`src/timer_readback_defs.vh`:
```
// Functional notes
// - Latch command: control location, address 11, bits five and four 00.
// - Latch freezes output latch until count fully read or counter reprogrammed.
// - Latching leaves mode and counting untouched; several counters may hold latches.
// - Second latch command before the count is read is ignored.
// - Two-byte counters read as two bytes in programmed order; other accesses may interleave.
// - Read and write byte progress are tracked separately per counter.
// - Read-back: bits seven and six 1, bit zero 0; bits 3,2,1 select counters.
// - Read-back count bit 0 latches every selected counter; each unlatches on its read.
// - Repeated count read-backs without a count read are ignored after the first.
// - Read-back status bit 0 latches status; status only readable this way.
// - Status bits five to zero hold the last written mode field.
// - Status bit seven holds the output pin level at latch time.
// - Status bit six is load-pending: set on write, cleared on count transfer.
// - Mode write sets load-pending only for the addressed counter.
// - Two-byte counters set load-pending only when the high byte is written.
// - Before transfer, latch or read returns the old counting element value.
// - Repeated status latches without a status read are ignored after the first.
// - Bits five and four both 0 latch count and status, repeats ignored.
// - Status is read first when both latched, then the count bytes, then live.
`ifndef TIMER_READBACK_DEFS_VH
`define TIMER_READBACK_DEFS_VH

// ----------------------------------------
// Port addresses
// ----------------------------------------
`define PORT_COUNTER_0 2'h0
`define PORT_COUNTER_1 2'h1
`define PORT_COUNTER_2 2'h2
`define PORT_CONTROL 2'h3

// ----------------------------------------
// Control word fields
// ----------------------------------------
`define CW_SEL_HI 7
`define CW_SEL_LO 6
`define CW_RW_HI 5
`define CW_RW_LO 4
`define CW_MODE_HI 5
`define CW_MODE_LO 0
`define CW_RB_COUNT 5
`define CW_RB_STATUS 4
`define CW_RB_SEL_HI 3
`define CW_RB_SEL_LO 1
`define CW_RB_ZERO 0
`define CW_SEL_READBACK 2'h3
`define CW_RW_LATCH 2'h0
`define CW_RW_LSB 2'h1
`define CW_RW_MSB 2'h2
`define CW_RW_BOTH 2'h3

// ----------------------------------------
// Status byte fields
// ----------------------------------------
`define ST_OUTPUT 7
`define ST_NULL 6

// ----------------------------------------
// Reset values
// ----------------------------------------
`define RST_BYTE 8'h00
`define RST_WORD 16'h0000
`define RST_MODE 6'h00

`endif

```
`src/timer_readback.v`:
```
`timescale 1ns/1ps
`include "timer_readback_defs.vh"
// Read path of a three-counter interval timer: host port, latch and
// read-back commands, status byte and load-pending flags.
// Counting stays in the core; this block only reads and commands it.
module timer_readback #(
    parameter COUNT_WIDTH = 16,
    parameter NUM_COUNTERS = 3
) (
    input wire sys_clk,
    input wire rst_b,
    // Host parallel port
    input wire cs_b,
    input wire rd_b,
    input wire wr_b,
    input wire port_select_high,
    input wire port_select_low,
    input wire [7:0] data_in,
    output reg [7:0] data_out_q,
    output reg data_oe_b_q,
    // Counter core side
    input wire [NUM_COUNTERS*COUNT_WIDTH-1:0] count_element,
    input wire [NUM_COUNTERS-1:0] out_level,
    input wire [NUM_COUNTERS-1:0] count_loaded,
    output reg [NUM_COUNTERS-1:0] mode_load_q,
    output reg [NUM_COUNTERS*6-1:0] mode_field_q,
    output reg [NUM_COUNTERS-1:0] count_register_load_q,
    output reg [NUM_COUNTERS*COUNT_WIDTH-1:0] count_register_q
);

    // ----------------------------------------
    // Host pin synchronisation
    // ----------------------------------------
    wire [12:0] pins_raw;
    wire [12:0] pins_s;

    wire cs_b_s;
    wire rd_b_s;
    wire wr_b_s;
    wire [1:0] addr_s;
    wire [7:0] data_s;

    assign pins_raw = {cs_b, rd_b, wr_b, port_select_high, port_select_low, data_in};

    // Cost: every host access is seen two clocks late
    // Strobes idle high; reset value keeps them inactive
    pin_sync #(
        .WIDTH(13),
        .RESET_VALUE(13'h1C00)
    ) u_pin_sync (
        .sys_clk(sys_clk),
        .rst_b(rst_b),
        .pin_in(pins_raw),
        .pin_sync_q(pins_s)
    );

    assign cs_b_s = pins_s[12];
    assign rd_b_s = pins_s[11];
    assign wr_b_s = pins_s[10];
    assign addr_s = pins_s[9:8];
    assign data_s = pins_s[7:0];

    // ----------------------------------------
    // Bus strobe decode
    // ----------------------------------------
    reg wr_active_q;
    reg [1:0] wr_addr_q;
    reg [7:0] wr_data_q;
    reg rd_active_q;
    reg [1:0] rd_addr_q;

    wire wr_now;
    wire rd_now;
    wire wr_done;
    wire rd_done;

    // A strobe pulse shorter than one clock may be lost
    // Control location reads are a no-operation and float the bus
    assign wr_now = !cs_b_s && !wr_b_s && rd_b_s;
    assign rd_now = !cs_b_s && !rd_b_s && wr_b_s && (addr_s != `PORT_CONTROL);
    // Writes act at the trailing edge, when address and data are settled
    assign wr_done = wr_active_q && !wr_now;
    assign rd_done = rd_active_q && !rd_now;

    // Track strobes and capture address and data while they are low
    // Address kept from the last low cycle, so a late change is harmless
    always @(posedge sys_clk or negedge rst_b) begin
        if (!rst_b) begin
            wr_active_q <= 1'b0;
            wr_addr_q <= 2'h0;
            wr_data_q <= `RST_BYTE;
            rd_active_q <= 1'b0;
            rd_addr_q <= 2'h0;
        end else begin
            wr_active_q <= wr_now;
            rd_active_q <= rd_now;
            if (wr_now) begin
                wr_addr_q <= addr_s;
                wr_data_q <= data_s;
            end
            if (rd_now) begin
                rd_addr_q <= addr_s;
            end
        end
    end

    // ----------------------------------------
    // Control word decode
    // ----------------------------------------
    wire ctrl_wr;
    wire [1:0] cw_sel;
    wire [1:0] cw_rw;
    wire is_readback;
    wire is_latch;
    wire is_mode;

    reg [NUM_COUNTERS-1:0] sel_onehot;
    reg [NUM_COUNTERS-1:0] rb_sel;
    reg [NUM_COUNTERS-1:0] latch_count_req;
    reg [NUM_COUNTERS-1:0] latch_status_req;
    reg [NUM_COUNTERS-1:0] mode_wr;
    reg [NUM_COUNTERS-1:0] data_wr;
    reg [NUM_COUNTERS-1:0] data_rd_done;

    integer k;

    assign ctrl_wr = wr_done && (wr_addr_q == `PORT_CONTROL);
    assign cw_sel = wr_data_q[`CW_SEL_HI:`CW_SEL_LO];
    assign cw_rw = wr_data_q[`CW_RW_HI:`CW_RW_LO];
    // Read-back needs bit zero clear; with it set the word is ignored
    assign is_readback = ctrl_wr && (cw_sel == `CW_SEL_READBACK) && !wr_data_q[`CW_RB_ZERO];
    // Bits five and four split latch words from mode words
    assign is_latch = ctrl_wr && (cw_sel != `CW_SEL_READBACK) && (cw_rw == `CW_RW_LATCH);
    assign is_mode = ctrl_wr && (cw_sel != `CW_SEL_READBACK) && (cw_rw != `CW_RW_LATCH);

    // Per-counter request strobes, one cycle each
    always @* begin
        sel_onehot = {NUM_COUNTERS{1'b0}};
        rb_sel = {NUM_COUNTERS{1'b0}};
        latch_count_req = {NUM_COUNTERS{1'b0}};
        latch_status_req = {NUM_COUNTERS{1'b0}};
        mode_wr = {NUM_COUNTERS{1'b0}};
        data_wr = {NUM_COUNTERS{1'b0}};
        data_rd_done = {NUM_COUNTERS{1'b0}};
        for (k = 0; k < NUM_COUNTERS; k = k + 1) begin
            sel_onehot[k] = (cw_sel == k[1:0]);
            // An empty selection leaves every request low
            rb_sel[k] = is_readback && wr_data_q[`CW_RB_SEL_LO + k];
            latch_count_req[k] = (is_latch && sel_onehot[k]) ||
                                 (rb_sel[k] && !wr_data_q[`CW_RB_COUNT]);
            latch_status_req[k] = rb_sel[k] && !wr_data_q[`CW_RB_STATUS];
            mode_wr[k] = is_mode && sel_onehot[k];
            data_wr[k] = wr_done && (wr_addr_q == k[1:0]);
            // Control address reads never raise a done strobe
            data_rd_done[k] = rd_done && (rd_addr_q == k[1:0]);
        end
    end

    // ----------------------------------------
    // Per-counter read and write state
    // ----------------------------------------
    wire [NUM_COUNTERS*8-1:0] read_byte;

    genvar g;
    generate
        for (g = 0; g < NUM_COUNTERS; g = g + 1) begin : g_counter
            reg [5:0] mode_q;
            reg null_count_q;
            reg status_held_q;
            reg [7:0] status_q;
            reg rd_msb_q;
            reg wr_msb_q;
            reg [7:0] lsb_hold_q;
            reg [7:0] byte_sel;

            wire [1:0] rw_fmt;
            wire [COUNT_WIDTH-1:0] ol_value;
            wire count_release;
            wire full_count_write;
            wire high_byte_read;

            assign rw_fmt = mode_q[`CW_RW_HI:`CW_RW_LO];
            // Second byte of a pair is high; MSB-only format is always high
            // One-byte formats never move the pointer
            assign high_byte_read = (rw_fmt == `CW_RW_MSB) || ((rw_fmt == `CW_RW_BOTH) && rd_msb_q);
            // Count unlatches after its last byte, and only once status is out
            assign count_release = mode_wr[g] ||
                (data_rd_done[g] && !status_held_q && !((rw_fmt == `CW_RW_BOTH) && !rd_msb_q));

            // Unprogrammed counters ignore writes: no load pulse, no flag
            assign full_count_write = data_wr[g] &&
                (rw_fmt != `CW_RW_LATCH) &&
                !((rw_fmt == `CW_RW_BOTH) && !wr_msb_q);

            // Latch does not touch mode or the core, only the hold register
            // Held flag unused: release and freeze carry the state
            count_hold #(
                .WIDTH(COUNT_WIDTH)
            ) u_count_hold (
                .sys_clk(sys_clk),
                .rst_b(rst_b),
                .count_element(count_element[g*COUNT_WIDTH +: COUNT_WIDTH]),
                .freeze(latch_count_req[g]),
                .release_hold(count_release),
                .output_latch_q(ol_value),
                .held_q()
            );

            // Byte presented on a read: status first, then count bytes
            always @* begin
                byte_sel = ol_value[7:0];
                if (status_held_q) begin
                    byte_sel = status_q;
                end else if (high_byte_read) begin
                    byte_sel = ol_value[15:8];
                end
            end
            assign read_byte[g*8 +: 8] = byte_sel;

            // Mode field, status latch and read byte pointer
            // Status takes the flag as it stood before this edge
            always @(posedge sys_clk or negedge rst_b) begin
                if (!rst_b) begin
                    mode_q <= `RST_MODE;
                    status_held_q <= 1'b0;
                    status_q <= `RST_BYTE;
                    rd_msb_q <= 1'b0;
                end else if (mode_wr[g]) begin
                    mode_q <= wr_data_q[`CW_MODE_HI:`CW_MODE_LO];
                    status_held_q <= 1'b0;
                    rd_msb_q <= 1'b0;
                end else begin
                    if (latch_status_req[g] && !status_held_q) begin
                        status_held_q <= 1'b1;
                        status_q <= {out_level[g], null_count_q, mode_q};
                    end
                    if (data_rd_done[g]) begin
                        if (status_held_q) begin
                            status_held_q <= 1'b0;
                        end else if (rw_fmt == `CW_RW_BOTH) begin
                            rd_msb_q <= !rd_msb_q;
                        end
                    end
                end
            end

            // Write byte pointer and count register assembly
            // A mode word restarts the pair, like the read side
            always @(posedge sys_clk or negedge rst_b) begin
                if (!rst_b) begin
                    wr_msb_q <= 1'b0;
                    lsb_hold_q <= `RST_BYTE;
                    count_register_load_q[g] <= 1'b0;
                    count_register_q[g*COUNT_WIDTH +: COUNT_WIDTH] <= `RST_WORD;
                end else begin
                    count_register_load_q[g] <= full_count_write;
                    if (mode_wr[g]) begin
                        wr_msb_q <= 1'b0;
                    end else if (data_wr[g]) begin
                        case (rw_fmt)
                            `CW_RW_LSB: begin
                                count_register_q[g*COUNT_WIDTH +: COUNT_WIDTH] <= {8'h00, wr_data_q};
                            end
                            `CW_RW_MSB: begin
                                count_register_q[g*COUNT_WIDTH +: COUNT_WIDTH] <= {wr_data_q, 8'h00};
                            end
                            `CW_RW_BOTH: begin
                                // Independent of the read pointer
                                wr_msb_q <= !wr_msb_q;
                                if (!wr_msb_q) begin
                                    lsb_hold_q <= wr_data_q;
                                end else begin
                                    count_register_q[g*COUNT_WIDTH +: COUNT_WIDTH] <= {wr_data_q, lsb_hold_q};
                                end
                            end
                            default: begin
                                wr_msb_q <= 1'b0;
                            end
                        endcase
                    end
                end
            end

            // Load-pending flag; a new write in the transfer cycle wins
            // Losing that write would report a stale count as loaded
            always @(posedge sys_clk or negedge rst_b) begin
                if (!rst_b) begin
                    null_count_q <= 1'b0;
                end else if (mode_wr[g] || full_count_write) begin
                    null_count_q <= 1'b1;
                end else if (count_loaded[g]) begin
                    null_count_q <= 1'b0;
                end
            end

            // Mode field and strobe towards the counter core
            // Pulse and field move on one edge, never half a word
            always @(posedge sys_clk or negedge rst_b) begin
                if (!rst_b) begin
                    mode_load_q[g] <= 1'b0;
                    mode_field_q[g*6 +: 6] <= `RST_MODE;
                end else begin
                    mode_load_q[g] <= mode_wr[g];
                    if (mode_wr[g]) begin
                        mode_field_q[g*6 +: 6] <= wr_data_q[`CW_MODE_HI:`CW_MODE_LO];
                    end
                end
            end
        end
    endgenerate

    // ----------------------------------------
    // Host data bus drive
    // ----------------------------------------
    reg [7:0] rd_mux;

    integer m;

    // Live reads show the counting element, so an unstopped clock may tear
    // Control address never gets here; it floats the bus
    always @* begin
        rd_mux = 8'h00;
        for (m = 0; m < NUM_COUNTERS; m = m + 1) begin
            if (rd_addr_q == m[1:0]) begin
                rd_mux = read_byte[m*8 +: 8];
            end
        end
    end

    // Drive the bus only while a counter read is in progress
    // Data keeps its last byte when floated, saving a mux
    always @(posedge sys_clk or negedge rst_b) begin
        if (!rst_b) begin
            data_out_q <= `RST_BYTE;
            data_oe_b_q <= 1'b1;
        end else begin
            data_oe_b_q <= !rd_active_q;
            if (rd_active_q) begin
                data_out_q <= rd_mux;
            end
        end
    end

endmodule // timer_readback

```
`src/pin_sync.v`:
```
`timescale 1ns/1ps
// Two-stage synchroniser for asynchronous pin inputs
module pin_sync #(
    parameter WIDTH = 1,
    parameter [WIDTH-1:0] RESET_VALUE = {WIDTH{1'b0}}
) (
    input wire sys_clk,
    input wire rst_b,
    input wire [WIDTH-1:0] pin_in,
    output reg [WIDTH-1:0] pin_sync_q
);

    reg [WIDTH-1:0] meta_q;

    // First stage feeds only the second stage
    always @(posedge sys_clk or negedge rst_b) begin
        if (!rst_b) begin
            meta_q <= RESET_VALUE;
            pin_sync_q <= RESET_VALUE;
        end else begin
            meta_q <= pin_in;
            pin_sync_q <= meta_q;
        end
    end

endmodule // pin_sync

```
`src/count_hold.v`:
```
`timescale 1ns/1ps
`include "timer_readback_defs.vh"
// Output latch of one counter: follows the counting element until frozen
module count_hold #(
    parameter WIDTH = 16
) (
    input wire sys_clk,
    input wire rst_b,
    input wire [WIDTH-1:0] count_element,
    input wire freeze,
    input wire release_hold,
    output reg [WIDTH-1:0] output_latch_q,
    output reg held_q
);

    // Freeze only when not already held, so the first capture survives
    always @(posedge sys_clk or negedge rst_b) begin
        if (!rst_b) begin
            output_latch_q <= {WIDTH{1'b0}};
            held_q <= 1'b0;
        end else if (release_hold) begin
            held_q <= 1'b0;
            output_latch_q <= count_element;
        end else if (freeze && !held_q) begin
            held_q <= 1'b1;
            output_latch_q <= count_element;
        end else if (!held_q) begin
            output_latch_q <= count_element;
        end
    end

endmodule // count_hold

```
`config.mk`:
```
export PLATFORM = sky130hd
export DESIGN_NAME = timer_readback
export DESIGN_NICKNAME = d
export VERILOG_FILES = /design/src/timer_readback.v /design/src/pin_sync.v /design/src/count_hold.v
export VERILOG_INCLUDE_DIRS = /design/src
export SDC_FILE = /design/constraint.sdc
export NUM_CORES = 1
export LEC_CHECK = 0
export BUFFER_PORTS_ARGS = -buffer_cell sky130_fd_sc_hd__clkbuf_2
export CAP_MARGIN = 20
export CORE_ASPECT_RATIO = 0.75
export CORE_MARGIN = 4
export CORE_UTILIZATION = 60
export CTS_CLUSTER_DIAMETER = 40
export DETAILED_ROUTE_END_ITERATION = 12
export GPL_TIMING_DRIVEN = 0
export PLACE_DENSITY = 0.88
export SYNTH_ARGS = -nofsm -noshare
export SYNTH_HDL_FRONTEND = slang
export SYNTH_SLANG_ARGS = --single-unit
export TNS_END_PERCENT = 1
```
`constraint.sdc`:
```
create_clock -name sys_clk -period 5.5 [get_ports sys_clk]
set_clock_uncertainty 0.15 [all_clocks]
set_input_delay 1.1 -clock sys_clk [delete_from_list [all_inputs] [get_ports sys_clk]]
set_output_delay 1.1 -clock sys_clk [all_outputs]
set_load 0.005 [all_outputs]
```
==> flow_summary.json <==
{
  "synth-edff-count": 0,
  "gr-total-overflow": 0,
  "hp-class": "reg -> reg",
  "crit_family": "compound AO/OA/AOI/OAI gates",
  "p_per_area_mw_per_mm2": 379,
  "synth_top_cells_by_area": "dfrtp_1 (56%), mux2_2 (9.5%), a21oi_1 (3.4%)",
  "route.antenna.remaining_nets": 0,
  "met3_usage": 0.0624,
  "io_buffers": 149,
  "reg2reg_from": "mode_field_q[16]",
  "vias_per_cell": 6.05,
  "start_util": 0.619,
  "endpoint_kind": "register",
  "cts_resized": 0,
  "critPathBufInv": 2,
  "crit_path_start": "mode_field_q[16]",
  "grt-busiest-layer": "met1",
  "synth_top_area_share": 0.561,
  "r2r_slack_ns": 2.72,
  "first_pass_iters": 5,
  "max_freq_mhz": 359,
  "gr-usage-met1": 0.415,
  "syn_area_sq_mm": 0.0100,
  "numCtsBuffers": 25,
  "wl_per_cell_um": 20.8,
  "nFillCells": 1083,
  "final_common_cell": "dfrtp_1",
  "setup_viol_count_final": 0,
  "outcome": "completed",
  "cts.hold.buffers_added": 0,
  "cts_root_buffer": "clkbuf_16",
  "cts_max_level": 1,
  "dr_total_vias": 7559,
  "rsz0062_at_grt": "no",
  "start_kind": "register",
  "crit_chain": "inv_1, ha_1, clkbuf_1, a21oi_1, a21oi_1, a221o_1, a41oi_1",
  "ys.warnings.count": 0,
  "path_common_cell": "a21oi_1",
  "grt_max_degree": 98,
  "first_global_vias": 7782,
  "worst_pin_slew_ns": 1.04,
  "finalHoldViolCount": 0,
  "slowest_stage": "a21oi_1",
  "critical_path_required_ns": 5.75,
  "crit_fanout": 10,
  "layout_common_cells": "dfrtp_1 (225), clkbuf_2 (148), mux2_2 (85), nand2_1 (82), a21oi_1 (68)",
  "ir_drop_mv": 0.244,
  "ys_seq_elements": 232,
  "post_cts_buffers": 0,
  "hold_path.startpoint": "u_pin_sync.meta_q[0]",
  "synth.largest_area_cell": "dfrtp_1",
  "grt_pass1_wl_mm": 41.6,
  "core_area_sq_mm": 0.0162,
  "cts.sinks": 232,
  "p_leak_nw": 5.67,
  "cp.arrival_ns": 3.04,
  "dieHeight_um": 120,
  "die_w_um": 157,
  "cts_buffer_depth": 3,
  "grt_use_total": 0.278,
  "fin_util": 0.737,
  "io_pins": 150,
  "die_area_sq_mm": 0.0189,
  "dr.first_iter.drc_count": 711,
  "synthCells": 844,
  "multi_input_area_sq_mm": 0.00369,
  "cpPeakStageDelay_ns": 0.60,
  "yosysSeqAreaShare": 0.579,
  "routed_wl_mm": 26.0,
  "final_nets": 1101,
  "period_needed_ns": 2.78,
  "fp-row-count": 40,
  "globalplace.congestion": 0.891,
  "syn_nets": 923,
  "crit_type": "reg -> reg",
  "drv_cap": 0,
  "synth-async-reset-ratio": 1.00,
  "drc": 0,
  "slew_viol_final": 0,
  "regArea_sq_mm": 0.00581,
  "clkLatencyLatePin_ns": 0.51,
  "ys.flop_type": "dfrtp_1",
  "n_antenna_cell": 0,
  "use_met2": 0.414,
  "area_growth_pct": 19.0,
  "synth_cell_types": 53,
  "relSlewSlack": 0.304,
  "holdWs_ns": 0.193,
  "place_hpwl_mm": 17.9,
  "tritoncts": "done",
  "antenna_found_initial": 0,
  "drive_gt1_frac": 0.321,
  "clk_pin_slew_ns": 0.06,
  "fin_crit_sh": 0.506,
  "synth_area_per_cell_sq_um": 11.9
}
-- worst register-to-register path, stage by stage (launching register included) --
cell and delay, ns:
dfrtp_1 0.43, inv_1 0.15, ha_1 0.22, clkbuf_1 0.26, a21oi_1 0.60, a21oi_1 0.18, a221o_1 0.41, a41oi_1 0.29
-- cell type report --
type,count,area share
plain buffers,56,0.0245
multi-input cells,490,0.309
well taps,210,0.0220
clock inverters,14,0.0129
clock buffers,31,0.0568
inverters,66,0.0207
flip-flops and latches,232,0.487
repair buffers,151,0.0677
-- through the flow --
step | TNS, ns | cells | power, mW | cell area (sq um) | setup WS (ns)
5_1_grt | 0 | 1250 | 4.72 | 11900 | 2.66
6_report | 0 | 1250 | 4.53 | 11900 | 2.72
2_1_floorplan | 0 | 844 | 2.50 | 10000 | 3.27
3_5_place_dp | 0 | 1205 | 2.86 | 11100 | 2.91
3_3_place_gp | -275.16 | 1203 | 2.82 | 11100 | -1.24
4_1_cts | 0 | 1250 | 4.54 | 11900 | 2.82
-- Yosys cell counts (9+ instances only) --
cell type	n
dfrtp_1	225
mux2_2	85
nand2_1	82
a21oi_1	68
inv_1	65
clkbuf_1	37
nor2_1	35
a221o_1	24
nor3b_1	22
mux2_4	20
mux2i_1	19
o21ai_0	16
o22ai_1	14
a41oi_1	10
buf_2	10
ha_1	10
nor2b_1	9
-- routing by layer --
layer | share of wire | vias to the layer above
met5 | 0 | -
met4 | 0.029 | 0
met3 | 0.10 | 69
met2 | 0.44 | 403
met1 | 0.43 | 3780
li1 | - | 3307
-- power by group --
group | internal, mW | leakage, nW | total, mW | switching, mW
Sequential | 1.88 | 3.00 | 2.03 | 0.148
Combinational | 0.361 | 2.27 | 0.823 | 0.463
Clock | 0.985 | 0.406 | 1.68 | 0.695
Total | 3.23 | 5.67 | 4.53 | 1.31
-- logic make-up after synthesis --
kind of cell | count (synthesis) | synth area share
adder cells (fa/ha/maj) | 10 | 0.0125
AO/OA/AOI/OAI | 163 | 0.113
buffers and inverters | 122 | 0.0538
flip-flops | 232 | 0.579
multiplexers | 124 | 0.144
XOR/XNOR | 3 | 0.00262
AND/OR/NAND/NOR | 190 | 0.0949
-- registers in the layout, summed over array words and instances, names as in the netlist --
register and count:
count_register_load_q 3, count_register_q 48, data_oe_b_q 1, data_out_q 8
g_counter.lsb_hold_q 24, g_counter.null_count_q 3, g_counter.rd_msb_q 3, g_counter.status_held_q 3
g_counter.status_q 24, g_counter.u_count_hold.held_q 3, g_counter.u_count_hold.output_latch_q 48, g_counter.wr_msb_q 3
mode_field_q 18, mode_load_q 3, rd_active_q 1, rd_addr_q 2
u_pin_sync.meta_q 13, u_pin_sync.pin_sync_q 13, wr_active_q 1, wr_addr_q 2
wr_data_q 8
-- path summary, 6_finish.rpt --
path,end,depth (start not counted)
setup reg to reg,data_out_q[0],7
min in group asynchronous,count_register_q[43],1
setup / recovery,data_out_q[0],7
hold / removal,u_pin_sync.pin_sync_q[0],0
max in group asynchronous,u_pin_sync.pin_sync_q[10],2
hold reg to reg,u_pin_sync.pin_sync_q[0],0
Note: power is estimated with default switching activity, not from simulation.
